[src/supervisor_pkg.sv]
// Constants, register map and carrier types for the contactor/brake supervisor.
// Assumes a 100 MHz system clock and a plain one-cycle register port.
package supervisor_pkg;

	// Clock and time base
	localparam int unsigned CLK_PERIOD_NS  = 10;          // System clock period
	localparam int unsigned TICK_PERIOD_NS = 10_000_000;  // One 0.01 s time unit
	localparam int unsigned TICK_CYCLES    = TICK_PERIOD_NS / CLK_PERIOD_NS;
	localparam int unsigned TICKS_PER_S    = 1_000_000_000 / TICK_PERIOD_NS;
	localparam int unsigned HOUR_S         = 3600;        // Clearing window
	localparam int unsigned HOUR_TICKS     = HOUR_S * TICKS_PER_S;

	// Widths
	localparam int unsigned AW      = 8;   // Register address width
	localparam int unsigned DW      = 32;  // Register data width
	localparam int unsigned TW      = 16;  // Timer limit width
	localparam int unsigned AGE_W   = 19;  // Clear history age width
	localparam int unsigned SLOTS   = 10;  // Largest quota
	localparam int unsigned CNT_W   = 4;   // Slot count width

	// Register offsets (byte addresses)
	localparam logic [7:0] CTRL_OFS      = 8'h00;
	localparam logic [7:0] CHECK_OFS     = 8'h04;
	localparam logic [7:0] DROPOUT_OFS   = 8'h08;
	localparam logic [7:0] RST_DLY_OFS   = 8'h0C;
	localparam logic [7:0] QUOTA_OFS     = 8'h10;
	localparam logic [7:0] SUPERV_OFS    = 8'h14;
	localparam logic [7:0] ZERO_THR_OFS  = 8'h18;
	localparam logic [7:0] OFF_DLY_OFS   = 8'h1C;
	localparam logic [7:0] STATE_OFS     = 8'h20;
	localparam logic [7:0] IRQ_ST_OFS    = 8'h24;
	localparam logic [7:0] IRQ_MASK_OFS  = 8'h28;
	localparam logic [7:0] CLEAR_OFS     = 8'h2C;

	// Control field positions
	localparam int unsigned CONFIRM_EN_BIT  = 0;
	localparam int unsigned BRAKE_CHK_BIT   = 1;
	localparam int unsigned AUTO_CLR_BIT    = 2;
	localparam int unsigned HOLD_ASSIGN_BIT = 3;
	localparam int unsigned PRESET_SPD_BIT  = 4;
	localparam int unsigned REL_BRAKE_BIT   = 5;
	localparam int unsigned CONFIRM_LSB     = 6;
	localparam int unsigned CTRL_W          = 8;

	// Lift confirmation sources
	localparam logic [1:0] CONFIRM_NONE     = 2'h0;
	localparam logic [1:0] CONFIRM_INTERNAL = 2'h1;
	localparam logic [1:0] CONFIRM_EXTERNAL = 2'h2;

	// Reset values and ranges, in 0.01 s, s, count or 0.01 %
	localparam logic [TW-1:0] CHECK_RST    = 16'h0032;  // 0.50 s
	localparam logic [TW-1:0] CHECK_MIN    = 16'h000A;  // 0.10 s
	localparam logic [TW-1:0] CHECK_MAX    = 16'h01F4;  // 5.00 s
	localparam logic [TW-1:0] DROPOUT_RST  = 16'h0000;
	localparam logic [TW-1:0] DROPOUT_MAX  = 16'h01F4;  // 5.00 s
	localparam logic [TW-1:0] RST_DLY_RST  = 16'h0005;  // 5 s
	localparam logic [TW-1:0] RST_DLY_MAX  = 16'h0078;  // 120 s
	localparam logic [TW-1:0] QUOTA_RST    = 16'h0003;
	localparam logic [TW-1:0] QUOTA_MAX    = 16'h000A;
	localparam logic [TW-1:0] SUPERV_RST   = 16'h0064;  // 1.00 s
	localparam logic [TW-1:0] SUPERV_MAX   = 16'h01F4;  // 5.00 s
	localparam logic [TW-1:0] ZERO_THR_RST = 16'h0000;  // 0.00 %
	localparam logic [TW-1:0] ZERO_THR_MAX = 16'h00C8;  // 2.00 %
	localparam logic [TW-1:0] OFF_DLY_RST  = 16'h0000;  // 0.00 s
	localparam logic [TW-1:0] OFF_DLY_MAX  = 16'h03E7;  // 9.99 s
	localparam logic [TW-1:0] ZERO_FLOOR   = 16'h0000;

	// Interrupt event bits
	localparam int unsigned EV_CONTACTOR = 0;
	localparam int unsigned EV_MISMATCH  = 1;
	localparam int unsigned EV_AUTOCLR   = 2;
	localparam int unsigned EV_QUOTA     = 3;
	localparam int unsigned EV_W         = 4;

	// Register port request
	typedef struct packed {
		logic [AW-1:0] addr;   // Byte address
		logic [DW-1:0] wdata;  // Write data
		logic          we;     // Write strobe
		logic          re;     // Read strobe
	} reg_req_s;

	// Field inputs from the drive and contacts
	typedef struct packed {
		logic          run_cmd;       // Run command present
		logic          reg_release;   // Speed regulator release
		logic          contactor_fb;  // Auxiliary contact feedback
		logic          brake_cmd;     // Brake lift command
		logic          brake_fb;      // Brake feedback contact
		logic [TW-1:0] speed;         // Speed, 0.01 % of contract
	} field_in_s;

	// Latched faults
	typedef struct packed {
		logic mismatch;   // Release mismatch fault
		logic contactor;  // Contactor fault
	} faults_s;

endpackage : supervisor_pkg

[src/contactor_brake_supervisor.sv]
// Contactor and brake sequencing with timed fault supervision.
// Assumes field inputs synchronous to clk and a one-cycle register port.
`timescale 1ns/1ps
`default_nettype none
module contactor_brake_supervisor
	import supervisor_pkg::*;
#(
	parameter int unsigned TICK_LEN  = supervisor_pkg::TICK_CYCLES,  // Cycles per 0.01 s
	parameter int unsigned HOUR_LEN  = supervisor_pkg::HOUR_TICKS    // Ticks per hour
) (
	input  wire logic                        clk,
	input  wire logic                        rst_b,
	input  wire logic                        ce,
	input  wire supervisor_pkg::reg_req_s    req,
	output logic [supervisor_pkg::DW-1:0]    rdata,
	input  wire supervisor_pkg::field_in_s   field,
	output logic                             contactor_close,
	output logic                             power_enable,
	output logic                             zero_speed_cmd,
	output logic                             holding_brake_out,
	output var supervisor_pkg::faults_s      faults,
	output logic                             irq
);
	import supervisor_pkg::*;

	// Clamp a written value into its legal range
	function automatic logic [TW-1:0] clamp(input logic [DW-1:0] v,
		input logic [TW-1:0] lo, input logic [TW-1:0] hi);
		logic [TW-1:0] r;
		r = (v > DW'(hi)) ? hi : v[TW-1:0];
		clamp = (r < lo) ? lo : r;
	endfunction : clamp

	// Number of set bits in the history
	function automatic logic [CNT_W-1:0] ones(input logic [SLOTS-1:0] v);
		logic [CNT_W-1:0] n;
		n = '0;
		for (int i = 0; i < SLOTS; i++) begin
			n = n + CNT_W'(v[i]);
		end
		ones = n;
	endfunction : ones

	// Configuration registers
	logic [CTRL_W-1:0] ctrl_q;      // Mode switches
	logic [TW-1:0]     check_q;     // Contactor check time
	logic [TW-1:0]     dropout_q;   // Contactor dropout delay
	logic [TW-1:0]     rst_dly_q;   // Auto clear wait, seconds
	logic [TW-1:0]     quota_q;     // Auto clears per hour
	logic [TW-1:0]     superv_q;    // Brake supervision time
	logic [TW-1:0]     zero_thr_q;  // Zero speed threshold
	logic [TW-1:0]     off_dly_q;   // Holding output off delay
	logic [EV_W-1:0]   irq_st_q;    // Sticky event bits
	logic [EV_W-1:0]   irq_mask_q;  // Event enables
	logic [DW-1:0]     rdata_q;     // Read data register

	// Time base
	logic [31:0] pre_q;  // Prescaler count
	wire         tick;   // One 0.01 s pulse
	assign tick = (pre_q == 32'(TICK_LEN - 1));

	// Decoded write strobes
	wire wr_ctrl   = req.we && (req.addr == CTRL_OFS);
	wire wr_check  = req.we && (req.addr == CHECK_OFS);
	wire wr_drop   = req.we && (req.addr == DROPOUT_OFS);
	wire wr_rdly   = req.we && (req.addr == RST_DLY_OFS);
	wire wr_quota  = req.we && (req.addr == QUOTA_OFS);
	wire wr_superv = req.we && (req.addr == SUPERV_OFS);
	wire wr_zthr   = req.we && (req.addr == ZERO_THR_OFS);
	wire wr_offd   = req.we && (req.addr == OFF_DLY_OFS);
	wire wr_ist    = req.we && (req.addr == IRQ_ST_OFS);
	wire wr_imask  = req.we && (req.addr == IRQ_MASK_OFS);
	wire man_clear = req.we && (req.addr == CLEAR_OFS) && req.wdata[0];

	// Mode switches
	wire       confirm_en = ctrl_q[CONFIRM_EN_BIT];
	wire       brake_chk  = ctrl_q[BRAKE_CHK_BIT];
	wire       auto_en    = ctrl_q[AUTO_CLR_BIT];
	wire       rel_brake  = ctrl_q[REL_BRAKE_BIT];
	wire [1:0] lift_confirm_source = ctrl_q[CONFIRM_LSB +: 2];
	wire       speed_command_origin = ctrl_q[PRESET_SPD_BIT];

	// State registers
	logic    contactor_q;    // Contactor close command
	logic    power_q;        // Power output enabled
	logic    zero_spd_q;     // Zero speed forced
	logic    holding_q;      // Holding brake output
	faults_s faults_q;       // Latched faults

	// Timer results
	wire chk_exp;   // Contactor check elapsed
	wire on_exp;    // Start delay elapsed
	wire drop_exp;  // Dropout delay elapsed
	wire mis_exp;   // Brake mismatch elapsed
	wire zs_exp;    // Stop supervision elapsed
	wire off_exp;   // Holding off delay elapsed
	wire clr_exp;   // Auto clear wait elapsed

	wire at_zero = field.speed <= zero_thr_q;

	wire holding_en = ctrl_q[HOLD_ASSIGN_BIT] && speed_command_origin && rel_brake &&
		((lift_confirm_source == CONFIRM_INTERNAL) ||
		 (lift_confirm_source == CONFIRM_EXTERNAL));

	wire fault_any = faults_q.contactor || faults_q.mismatch;

	// Clear history and quota
	logic [SLOTS-1:0] busy_q;     // Slot holds a recent clear
	wire  [SLOTS-1:0] free_first; // Lowest free slot, one-hot
	wire  [CNT_W-1:0] used;       // Clears in the last hour
	wire              quota_full;
	assign free_first = ~busy_q & (busy_q + SLOTS'(1));
	assign used       = ones(busy_q);
	assign quota_full = {12'h000, used} >= quota_q;

	wire clr_run    = auto_en && fault_any && !quota_full;
	wire auto_clear = clr_run && clr_exp;
	wire [TW-1:0] clr_limit = TW'(rst_dly_q * TICKS_PER_S);

	// contactor feedback check
	// Timer rests while the fault is latched, so a clear re-arms it
	wire chk_run = confirm_en && !faults_q.contactor && (field.contactor_fb != contactor_q);
	// brake feedback check
	// Same re-arm behaviour as the contactor check
	wire mis_run = brake_chk && !faults_q.mismatch && (field.brake_fb != field.brake_cmd);
	wire drop_run = contactor_q && !field.reg_release && !field.run_cmd;
	// stop supervision starts at run removal
	wire zs_run = !field.run_cmd;

	// Timer instances: run condition and limit per timer
	localparam int unsigned NT = 7;
	wire [NT-1:0]    t_run;
	wire [NT-1:0]    t_exp;
	wire [TW-1:0]    t_lim [NT];
	assign t_run = {clr_run, at_zero, zs_run, mis_run, drop_run, contactor_q, chk_run};
	assign t_lim[0] = check_q;
	assign t_lim[1] = check_q;
	assign t_lim[2] = dropout_q;
	assign t_lim[3] = superv_q;
	assign t_lim[4] = superv_q;
	assign t_lim[5] = off_dly_q;
	assign t_lim[6] = clr_limit;
	assign {clr_exp, off_exp, zs_exp, mis_exp, drop_exp, on_exp, chk_exp} = t_exp;

	genvar g;
	generate
		for (g = 0; g < NT; g++) begin : g_timer
			interval_timer u_timer (
				.clk     (clk),
				.rst_b   (rst_b),
				.ce      (ce),
				.tick    (tick),
				.run     (t_run[g]),
				.limit   (t_lim[g]),
				.expired (t_exp[g])
			);
		end
	endgenerate

	generate
		for (g = 0; g < SLOTS; g++) begin : g_slot
			logic [AGE_W-1:0] age_q;  // Ticks since the clear
			always_ff @(posedge clk or negedge rst_b) begin
				if (!rst_b) begin
					busy_q[g] <= 1'b0;
					age_q     <= '0;
				end else if (ce) begin
					if (auto_clear && free_first[g]) begin
						busy_q[g] <= 1'b1;
						age_q     <= '0;
					end else if (busy_q[g] && tick) begin
						age_q <= AGE_W'(age_q + AGE_W'(1));
						if (age_q == AGE_W'(HOUR_LEN - 1)) begin
							busy_q[g] <= 1'b0;
						end
					end
				end
			end
		end
	endgenerate

	// Next state of the faults; a new event beats a clear
	wire     clearing = man_clear || auto_clear;
	faults_s faults_d;
	assign faults_d.contactor = chk_exp || (faults_q.contactor && !clearing);
	assign faults_d.mismatch  = mis_exp || (faults_q.mismatch && !clearing);

	// power waits check time after close
	// No power in the cycle a contactor fault is raised
	wire power_d = contactor_q && on_exp && !fault_any && !chk_exp;
	wire contactor_d = (field.run_cmd && !fault_any) || (contactor_q && !drop_exp);
	wire zero_spd_d = rel_brake && !field.run_cmd && !zs_exp;
	wire holding_d = holding_en && !(at_zero && off_exp);

	// Interrupt events
	wire [EV_W-1:0] events;
	assign events[EV_CONTACTOR] = chk_exp && !faults_q.contactor;
	assign events[EV_MISMATCH]  = mis_exp && !faults_q.mismatch;
	assign events[EV_AUTOCLR]   = auto_clear;
	assign events[EV_QUOTA]     = auto_en && fault_any && quota_full && !irq_st_q[EV_QUOTA];

	// Read mux
	wire [DW-1:0] state_word = {22'h000000, used, holding_q, zero_spd_q, power_q,
		contactor_q, faults_q.mismatch, faults_q.contactor};
	wire [DW-1:0] rd_mux =
		(req.addr == CTRL_OFS)     ? {24'h000000, ctrl_q} :
		(req.addr == CHECK_OFS)    ? {16'h0000, check_q} :
		(req.addr == DROPOUT_OFS)  ? {16'h0000, dropout_q} :
		(req.addr == RST_DLY_OFS)  ? {16'h0000, rst_dly_q} :
		(req.addr == QUOTA_OFS)    ? {16'h0000, quota_q} :
		(req.addr == SUPERV_OFS)   ? {16'h0000, superv_q} :
		(req.addr == ZERO_THR_OFS) ? {16'h0000, zero_thr_q} :
		(req.addr == OFF_DLY_OFS)  ? {16'h0000, off_dly_q} :
		(req.addr == STATE_OFS)    ? state_word :
		(req.addr == IRQ_ST_OFS)   ? {28'h0000000, irq_st_q} :
		(req.addr == IRQ_MASK_OFS) ? {28'h0000000, irq_mask_q} : 32'h00000000;

	// Prescaler
	always_ff @(posedge clk or negedge rst_b) begin
		if (!rst_b) begin
			pre_q <= 32'h00000000;
		end else if (ce) begin
			pre_q <= tick ? 32'h00000000 : pre_q + 32'h00000001;
		end
	end

	// Configuration writes; time, threshold and quota values clamped to legal ranges, control and mask bits stored as written
	always_ff @(posedge clk or negedge rst_b) begin
		if (!rst_b) begin
			ctrl_q     <= '0;
			check_q    <= CHECK_RST;
			dropout_q  <= DROPOUT_RST;
			rst_dly_q  <= RST_DLY_RST;
			quota_q    <= QUOTA_RST;
			superv_q   <= SUPERV_RST;
			zero_thr_q <= ZERO_THR_RST;
			off_dly_q  <= OFF_DLY_RST;
			irq_mask_q <= '0;
		end else if (ce) begin
			if (wr_ctrl)   ctrl_q     <= req.wdata[CTRL_W-1:0];
			if (wr_check)  check_q    <= clamp(req.wdata, CHECK_MIN, CHECK_MAX);
			if (wr_drop)   dropout_q  <= clamp(req.wdata, ZERO_FLOOR, DROPOUT_MAX);
			if (wr_rdly)   rst_dly_q  <= clamp(req.wdata, ZERO_FLOOR, RST_DLY_MAX);
			if (wr_quota)  quota_q    <= clamp(req.wdata, ZERO_FLOOR, QUOTA_MAX);
			if (wr_superv) superv_q   <= clamp(req.wdata, ZERO_FLOOR, SUPERV_MAX);
			if (wr_zthr)   zero_thr_q <= clamp(req.wdata, ZERO_FLOOR, ZERO_THR_MAX);
			if (wr_offd)   off_dly_q  <= clamp(req.wdata, ZERO_FLOOR, OFF_DLY_MAX);
			if (wr_imask)  irq_mask_q <= req.wdata[EV_W-1:0];
		end
	end

	// Sticky events, write one to clear, set wins
	always_ff @(posedge clk or negedge rst_b) begin
		if (!rst_b) begin
			irq_st_q <= '0;
		end else if (ce) begin
			irq_st_q <= events | (irq_st_q & ~(wr_ist ? req.wdata[EV_W-1:0] : '0));
		end
	end

	// Sequencing state and read data
	always_ff @(posedge clk or negedge rst_b) begin
		if (!rst_b) begin
			contactor_q <= 1'b0;
			power_q     <= 1'b0;
			zero_spd_q  <= 1'b0;
			holding_q   <= 1'b0;
			faults_q    <= '0;
			rdata_q     <= '0;
		end else if (ce) begin
			contactor_q <= contactor_d;
			power_q     <= power_d;
			zero_spd_q  <= zero_spd_d;
			holding_q   <= holding_d;
			faults_q    <= faults_d;
			rdata_q     <= req.re ? rd_mux : '0;
		end
	end

	// Outputs
	assign rdata             = rdata_q;
	assign contactor_close   = contactor_q;
	assign power_enable      = power_q;
	assign zero_speed_cmd    = zero_spd_q;
	assign holding_brake_out = holding_q;
	assign faults            = faults_q;
	assign irq               = |(irq_st_q & irq_mask_q);
endmodule : contactor_brake_supervisor
`default_nettype wire

[src/interval_timer.sv]
// Tick-driven interval timer used for every supervised delay.
// Assumes a one-cycle tick pulse from the shared time base.
`timescale 1ns/1ps
`default_nettype none
module interval_timer
	import supervisor_pkg::*;
(
	input  wire logic                        clk,
	input  wire logic                        rst_b,
	input  wire logic                        ce,
	input  wire logic                        tick,
	input  wire logic                        run,
	input  wire logic [supervisor_pkg::TW-1:0] limit,
	output logic                             expired
);

	logic [TW-1:0] count_q;  // Elapsed ticks while running
	logic [TW-1:0] count_d;  // Next elapsed count
	wire           below;    // Limit not yet reached

	assign below   = count_q < limit;
	// Idle clears, running counts up to the limit
	assign count_d = !run ? ZERO_FLOOR :
		((tick && below) ? TW'(count_q + TW'(1)) : count_q);
	// Zero limit expires at once
	assign expired = run && !below;

	// Count register
	always_ff @(posedge clk or negedge rst_b) begin
		if (!rst_b) begin
			count_q <= ZERO_FLOOR;
		end else if (ce) begin
			count_q <= count_d;
		end
	end

endmodule : interval_timer
`default_nettype wire

[config.mk]
export PLATFORM = sky130hd
export DESIGN_NAME = contactor_brake_supervisor
export DESIGN_NICKNAME = d
export VERILOG_FILES = /design/src/supervisor_pkg.sv /design/src/contactor_brake_supervisor.sv /design/src/interval_timer.sv
export SDC_FILE = /design/constraint.sdc
export NUM_CORES = 1
export LEC_CHECK = 0
export ABC_AREA = 1
export BUFFER_PORTS_ARGS = -buffer_cell sky130_fd_sc_hd__buf_2
export CAP_MARGIN = 20
export CORE_ASPECT_RATIO = 1.1
export CORE_UTILIZATION = 58
export DETAILED_ROUTE_END_ITERATION = 10
export GPL_ROUTABILITY_DRIVEN = 0
export PLACE_DENSITY = 0.78
export SYNTH_ARGS = -nofsm -noshare
export SYNTH_HDL_FRONTEND = slang
export SYNTH_SLANG_ARGS = --single-unit
export TNS_END_PERCENT = 50
[constraint.sdc]
create_clock -name clk -period 4.45 [get_ports clk]
set_input_delay 0.445 -clock clk [delete_from_list [all_inputs] [get_ports clk]]
set_output_delay 0.445 -clock clk [all_outputs]
set_load 0.03 [all_outputs]
==> impl_metrics.tcl, run 1 <==
set metrics [dict create \
    status "finished with violations" \
    violations "setup timing" \
    drcViolationCount 0 \
    clock-sinks 494 \
    worstMarginPinSlew_ns 0.922 \
    end_kind "flip-flop" \
    drive_gt1_share_pct 10.6 \
    avgSynthCellArea_um2 7.10 \
    fmaxAchievable_mhz 221 \
    crit_required_ns 4.96 \
    htreeDepth 2 \
    mostFrequentLayoutCell "nand2_1" \
    chipWidth_um 229 \
    grt_pass1_wl_um 142000 \
    ys_warn_count 0 \
    min_from "req[7]" \
    clkSlewWorstSetupHoldPaths_ns 0.06 \
    final_antenna_net_count 0 \
    fp-row-count 91 \
    numCtsBuffers 54 \
    vdd.ir_drop.worst_mv 0.313 \
    clockRootBuffer "clkbuf_16" \
    syn2layout_area_growth_pct 14.2 \
    p_leak_nw 19.3 \
    n_fill_cell 4686 \
    viasPerCell 5.56 \
    period_share_pct 102 \
    min_path_type "in -> reg" \
    multi_input_area_um2 18300 \
    fin_util_pct 67.1 \
    skew_ns 0.0321 \
    dr.first_iter.drc_count 2606 \
    grt_max_degree 104 \
    synth_ff_type "dfrtp_1" \
    final_cells 5566 \
    power.density_nw_per_um2 289 \
    port_buffers 88 \
    setup_violations 114 \
    regToRegSetupSlack_ns -0.08 \
    hold_viol 0 \
    synth_edf_count 0 \
    vias 31000 \
    io_pins 105 \
    crit_path_start_kind "flip-flop" \
    relSlewSlack_pct 38.4 \
    period_needed_ns 4.53 \
    grt_remaining_overflow 0 \
    grt_usage_pct 30.0 \
    setup.worst_path.class "reg -> reg" \
    holdPathStages 3 \
    dp_hpwl_um 62400 \
    cts_tree "built" \
    critPathMaxFanout 8 \
    reg2reg_depth 23 \
    async_flop_share_pct 100 \
    final.setup.worst_slack_ns -0.0765 \
    start_util_pct 58.7 \
    dp_cells 5436 \
    fp.dieH_um 252 \
    cp.arrival_ns 5.04 \
    layout_common_cells "nand2_1 (1264), inv_1 (599), nor2_1 (487), dfrtp_1 (484), nand3_1 (412)" \
    ys_types 55 \
    cts_max_path_buffers 3 \
    wirelength_um 89100 \
    regArea_um2 12400 \
    antenna_found_initial 1 \
    die-area_um2 57700 \
    grt_pass1_vias 28800 \
    r2r_end "g_slot[1].age_q[2]" \
    clk-insertion-delay-late_ns 0.64 \
    wl_per_cell_um 16.0 \
    syn_inst 4632 \
    r2r-start "busy_q[5]" \
    max_cap_violations 0 \
    ys_seq_area_share_pct 37.6 \
    min_delay_worst_endpoint "off_dly_q[5]" \
    maxSlewViolCount 0 \
    finalSetupTns_ns -3.68 \
    drt_pass1_iterations 5 \
    grt_setup_unrepaired "true" \
    synth-seq-cells 494 \
    synthesis.area_um2 32900 \
    fin_nets 5033 \
    core_um2 56000 \
]
[per-stage QoR]
stage	hold WS, ns	instance area [um^2]	power [mW]	worst slack, ns
4_1_cts	0.106	36400	10.9	-0.0572
6_report	0.121	37600	10.9	-0.0765
3_5_place_dp	0.450	34400	5.82	-0.120
2_1_floorplan	0.149	33000	5.44	-0.0163
5_1_grt	0.183	37600	11.3	-0.254
3_3_place_gp	0.448	34400	5.79	0.00522
[state kept, by name, summed over array words and instances, names as in the netlist]
signal	cells
ctrl_q	8
holding_brake_out	1
contactor_close	1
check_q	16
zero_thr_q	16
quota_q	16
zero_speed_cmd	1
off_dly_q	16
power_enable	1
rdata	16
busy_q	10
dropout_q	16
faults	2
g_timer.u_timer.count_q	112
irq_st_q	4
superv_q	16
pre_q	32
rst_dly_q	16
irq_mask_q	4
g_slot.age_q	190
[cell families after synthesis]
| kind of cell | after synthesis | synth area share (%) |
|---|---|---|
| simple gates | 2652 | 34.8 |
| buf+inv | 743 | 9.12 |
| flops | 494 | 37.6 |
| compound gates | 374 | 6.19 |
| fa+ha+maj | 188 | 7.47 |
| xor+xnor | 179 | 4.76 |
| other cells | 1 | 0.0114 |
| mux | 1 | 0.0304 |
[cells in the mapped netlist (7+ instances only)]
library cell / number / area share (%)
dfrtp_1: 484 / 37
nor4_1: 37 / 0.70
ha_1: 174 / 6.6
nand3_1: 423 / 6.4
nor3b_1: 12 / 0.27
clkinv_1: 7 / 0.080
dfstp_2: 10 / 0.80
nor2_1: 496 / 5.7
inv_1: 606 / 6.9
nor2_2: 11 / 0.21
nor3_1: 134 / 2.0
inv_2: 8 / 0.091
nand2_1: 1358 / 15
nand2_2: 7 / 0.13
nand4_1: 128 / 2.4
a31oi_1: 7 / 0.13
xor2_1: 154 / 4.1
o31ai_1: 7 / 0.16
a21oi_1: 137 / 2.1
xnor2_1: 25 / 0.67
fa_1: 14 / 0.85
o22ai_1: 14 / 0.27
buf_2: 33 / 0.50
clkbuf_1: 50 / 0.57
buf_6: 10 / 0.34
buf_4: 25 / 0.57
nand3b_1: 8 / 0.18
o21ai_0: 166 / 2.5
[per-layer routing]
| layer | vias to the layer above | GRT usage, % | wire length, um | share of wire [%] |
|---|---|---|---|---|
| li1 | 15200 | - | - | - |
| met1 | 14600 | 39.8 | 38100 | 43 |
| met2 | 1010 | 48.9 | 41500 | 47 |
| met3 | 221 | 4.61 | 5980 | 6.7 |
| met4 | 0 | 12.6 | 3450 | 3.9 |
| met5 | - | 0 | 0 | 0 |
[area by class of cell]
type | instances | share of cell area, %
multi-input cells | 3411 | 48.6
flip-flops and latches | 494 | 32.9
inverters | 622 | 6.27
repair buffers | 195 | 4.39
clock buffers | 74 | 4.09
well taps | 744 | 2.48
clock inverters | 24 | 1.18
repair inverters | 1 | 0.0200
diodes | 1 | 0.00666
[critical path: stages (launching register included)]
cell     delay [ns]
dfrtp_1        0.39
fa_1           0.55
inv_2          0.04
fa_1           0.46
fa_1           0.50
inv_1          0.05
ha_2           0.18
fa_2           0.37
xor2_2         0.16
ha_1           0.31
nand2_2        0.09
inv_2          0.04
nand2_2        0.06
nand2_2        0.05
nand3_2        0.08
nand2_2        0.08
nor2_4         0.20
buf_12         0.18
nand3_4        0.11
nor2_4         0.15
nor2_4         0.08
buf_8          0.16
nand2_2        0.06
nand2_1        0.06
[power breakdown]
| part | switching, mW | internal (mW) |
|---|---|---|
| registers | 0.121 | 4.61 |
| logic | 0.713 | 0.382 |
| clock network | 1.95 | 3.10 |
[how the worst max path moves through the flow]
| stage | startpoint | endpoint | slack, ns | cells past startpoint |
|---|---|---|---|---|
| CTS | busy_q[5] | g_slot[8].age_q[6] | -0.06 | 23 |
| global route | busy_q[5] | g_slot[7].age_q[18] | -0.25 | 21 |
| floorplan | busy_q[0] | g_slot[3].age_q[2] | -0.02 | 23 |
| finish | busy_q[5] | g_slot[1].age_q[2] | -0.08 | 23 |
| global placement | busy_q[5] | busy_q[1] | 0.005 | 23 |
| detailed placement | busy_q[5] | g_slot[6].age_q[2] | -0.12 | 22 |
[what timing repair did]
action | CTS | global route
hold endpoints to repair | 60 | 0
setup buffers | 1 | 12
hold buffers | 1 | 0
gates resized for setup | 11 | 260
pin swaps | 1 | 34
cloned | 0 | 17
endpoints found under the setup margin | 106 | 219
Note: power is estimated with default switching activity, not from simulation.
==> run 2, diff against run 1 <==
Settings changed: PLACE_DENSITY 0.78 to 0.82.
==> run 2 against run 1 <==
  * The flow still finishes with violations (setup timing)
  * Sequential power is essentially flat
  * Fmax grew 0.50%
  * Via count grew 0.59%
  * Hold slack gained 0.026 ns
==> impl_metrics.tcl, run 2 (synthesis results as in run 1) <==
set metrics [dict create \
    drcViolationCount 0 \
    p_sw_mw 2.83 \
    dp_hpwl_um 62500 \
    grt_use_met1_pct 39.6 \
    swShare_pct 26.4 \
    end_kind "flip-flop" \
    drt_pass1_iterations 6 \
    period_share_pct 101 \
    vdd.ir_drop.worst_mv 0.347 \
    grt_pass1_vias 29300 \
    comb_power_share_pct 10.3 \
    maxSlewViolCount 0 \
    vias 31100 \
    fp-row-count 91 \
    largest_reg_flops 190 \
    fp.dieH_um 252 \
    cpMostUsedCell "nand2_1" \
    fin_nets 5023 \
    drive_gt1_share_pct 9.26 \
    grt_max_degree 99 \
    n_fill_cell 4595 \
    setup_violations 60 \
    core_um2 56000 \
    crit_path_start_kind "flip-flop" \
    wl_per_cell_um 15.8 \
    die-area_um2 57700 \
    antenna_found_initial 0 \
    chipWidth_um 229 \
    clkPwrFrac_pct 45.6 \
    grt_usage_pct 30.2 \
    cts_max_path_buffers 3 \
    hold_viol 0 \
    worst_path_max_delay_cell "dfstp_2" \
    grt_pass1_wl_um 144000 \
    start_util_pct 58.7 \
    grt_busiest_layer "met2" \
    io_pins 105 \
    p_leak_nw 19.1 \
    power.density_nw_per_um2 289 \
    min_path_type "in -> reg" \
    cp.arrival_ns 5.01 \
    cts_tree "built" \
    critPathMaxFanout 6 \
    clkSlewWorstSetupHoldPaths_ns 0.06 \
    htreeDepth 2 \
    share_seq_of_total_power_pct 44.1 \
    use_met2_pct 49.3 \
    worstPathBufferInverterCount 2 \
    setup.worst_path.class "reg -> reg" \
    grt_use_met3_pct 5.33 \
    final.setup.worst_slack_ns -0.0541 \
    wirelength_um 88000 \
    slowest_delay_ns 0.55 \
    grt_setup_unrepaired "true" \
    viasPerCell 5.60 \
    diodes 0 \
    skew_ns 0.0108 \
    clock-sinks 494 \
    violations "setup timing" \
    grt_remaining_overflow 0 \
    status "finished with violations" \
    fmaxAchievable_mhz 222 \
    layout_common_cells "nand2_1 (1323), inv_1 (597), nor2_1 (487), dfrtp_1 (483), nand3_1 (410)" \
    relSlewSlack_pct 37.8 \
    critical_path.cell_chain "ha_1 > ha_4 > fa_1 > ha_1 > buf_4 > nand2_1 > nor2_2 > a21oi_2 > o21ai_0 > a21oi_1 > xor2_1 > ha_1 > nand2_1 > nor3_1 > nand2_1 > nand2_2 > buf_6 > nand4_1 > nand2_2 > nand2_1 > nand2_1 > nand2_1" \
    preCtsSetupSlack_ns -0.0864 \
    mostFrequentLayoutCell "nand2_1" \
    path_delay_family "adder cells" \
    numCtsBuffers 53 \
    regMostFlops "g_slot.age_q" \
    syn2layout_area_growth_pct 13.0 \
    port_buffers 88 \
    internal_power_mw 7.91 \
    crit_required_ns 4.96 \
    max_cap_violations 0 \
    clockRootBuffer "clkbuf_16" \
    clk-insertion-delay-late_ns 0.63 \
    dr.first_iter.drc_count 3099 \
    finalSetupTns_ns -1.28 \
    top_regs "g_slot.age_q (190), g_timer.u_timer.count_q (112), pre_q (32)" \
    worstMarginPinSlew_ns 0.926 \
    final_antenna_net_count 0 \
    period_needed_ns 4.50 \
]
## run 2: path summary, 6_finish.rpt
kind                                      from                        endpoint  slack (ns)  cells after the start
worst min-delay path                   req[10]                    off_dly_q[8]        0.15                      3
min in group asynchronous                rst_b  g_timer[5].u_timer.count_q[10]        0.47                      2
worst max register to register    rst_dly_q[2]                       busy_q[0]       -0.05                     22
max in group asynchronous                rst_b              g_slot[3].age_q[3]        2.93                      3
worst max-delay path              rst_dly_q[2]                       busy_q[0]       -0.05                     22
worst min register to register  zero_thr_q[10]                  zero_thr_q[10]        0.47                      2
## run 2: metrics by stage
step,std cells,hold WS (ns),utilization [%],instance area [um^2],power (mW)
floorplan,4647,0.149,-,33000,5.44
global placement,5439,0.448,61.4,34400,5.78
detailed placement,5439,0.452,61.4,34400,5.82
CTS,5541,0.114,64.9,36400,10.7
global route,5558,0.176,66.3,37200,11.1
finish,5558,0.148,66.3,37200,10.7
## run 2: area by class of cell
cell class	count	area, um^2	area share (%)
clock buffers	69	1510	4.06
inverters	622	2360	6.34
clock inverters	31	425	1.14
well taps	744	931	2.50
flip-flops and latches	494	12400	33.3
multi-input cells	3410	18000	48.5
repair buffers	188	1540	4.14
## run 2: power by group through the flow
stage / logic, mW / clock network (mW) / registers, mW
6_report: 1.11 / 4.91 / 4.74
3_3_place_gp: 0.976 / 0 / 4.81
5_1_grt: 1.25 / 5.13 / 4.75
2_1_floorplan: 0.655 / 0 / 4.78
4_1_cts: 1.02 / 4.96 / 4.73
3_5_place_dp: 1.01 / 0 / 4.81
## run 2: worst reg2reg max path, cell delays in order, from the launching register on
cell,delay [ns]
dfstp_2,0.55
ha_1,0.26
ha_4,0.28
fa_1,0.42
ha_1,0.31
buf_4,0.13
nand2_1,0.07
nor2_2,0.16
a21oi_2,0.09
o21ai_0,0.20
a21oi_1,0.12
xor2_1,0.18
ha_1,0.31
nand2_1,0.08
nor3_1,0.21
nand2_1,0.11
nand2_2,0.11
buf_6,0.16
nand4_1,0.16
nand2_2,0.23
nand2_1,0.10
nand2_1,0.09
nand2_1,0.07
## run 2: what timing repair did
item                       CTS  global route
pin swaps                    2            22
gates resized for setup     15           162
setup buffers                0            10
gates cloned                 1             7
hold buffers                 1             0
hold endpoints to repair    87             0
setup endpoints to repair   76           219
## run 2: routing by layer
metal	up-vias	part of all wire, %
met4	0	4.1
li1	15100	-
met2	1183	47
met3	251	7.3
met1	14600	42
met5	-	0
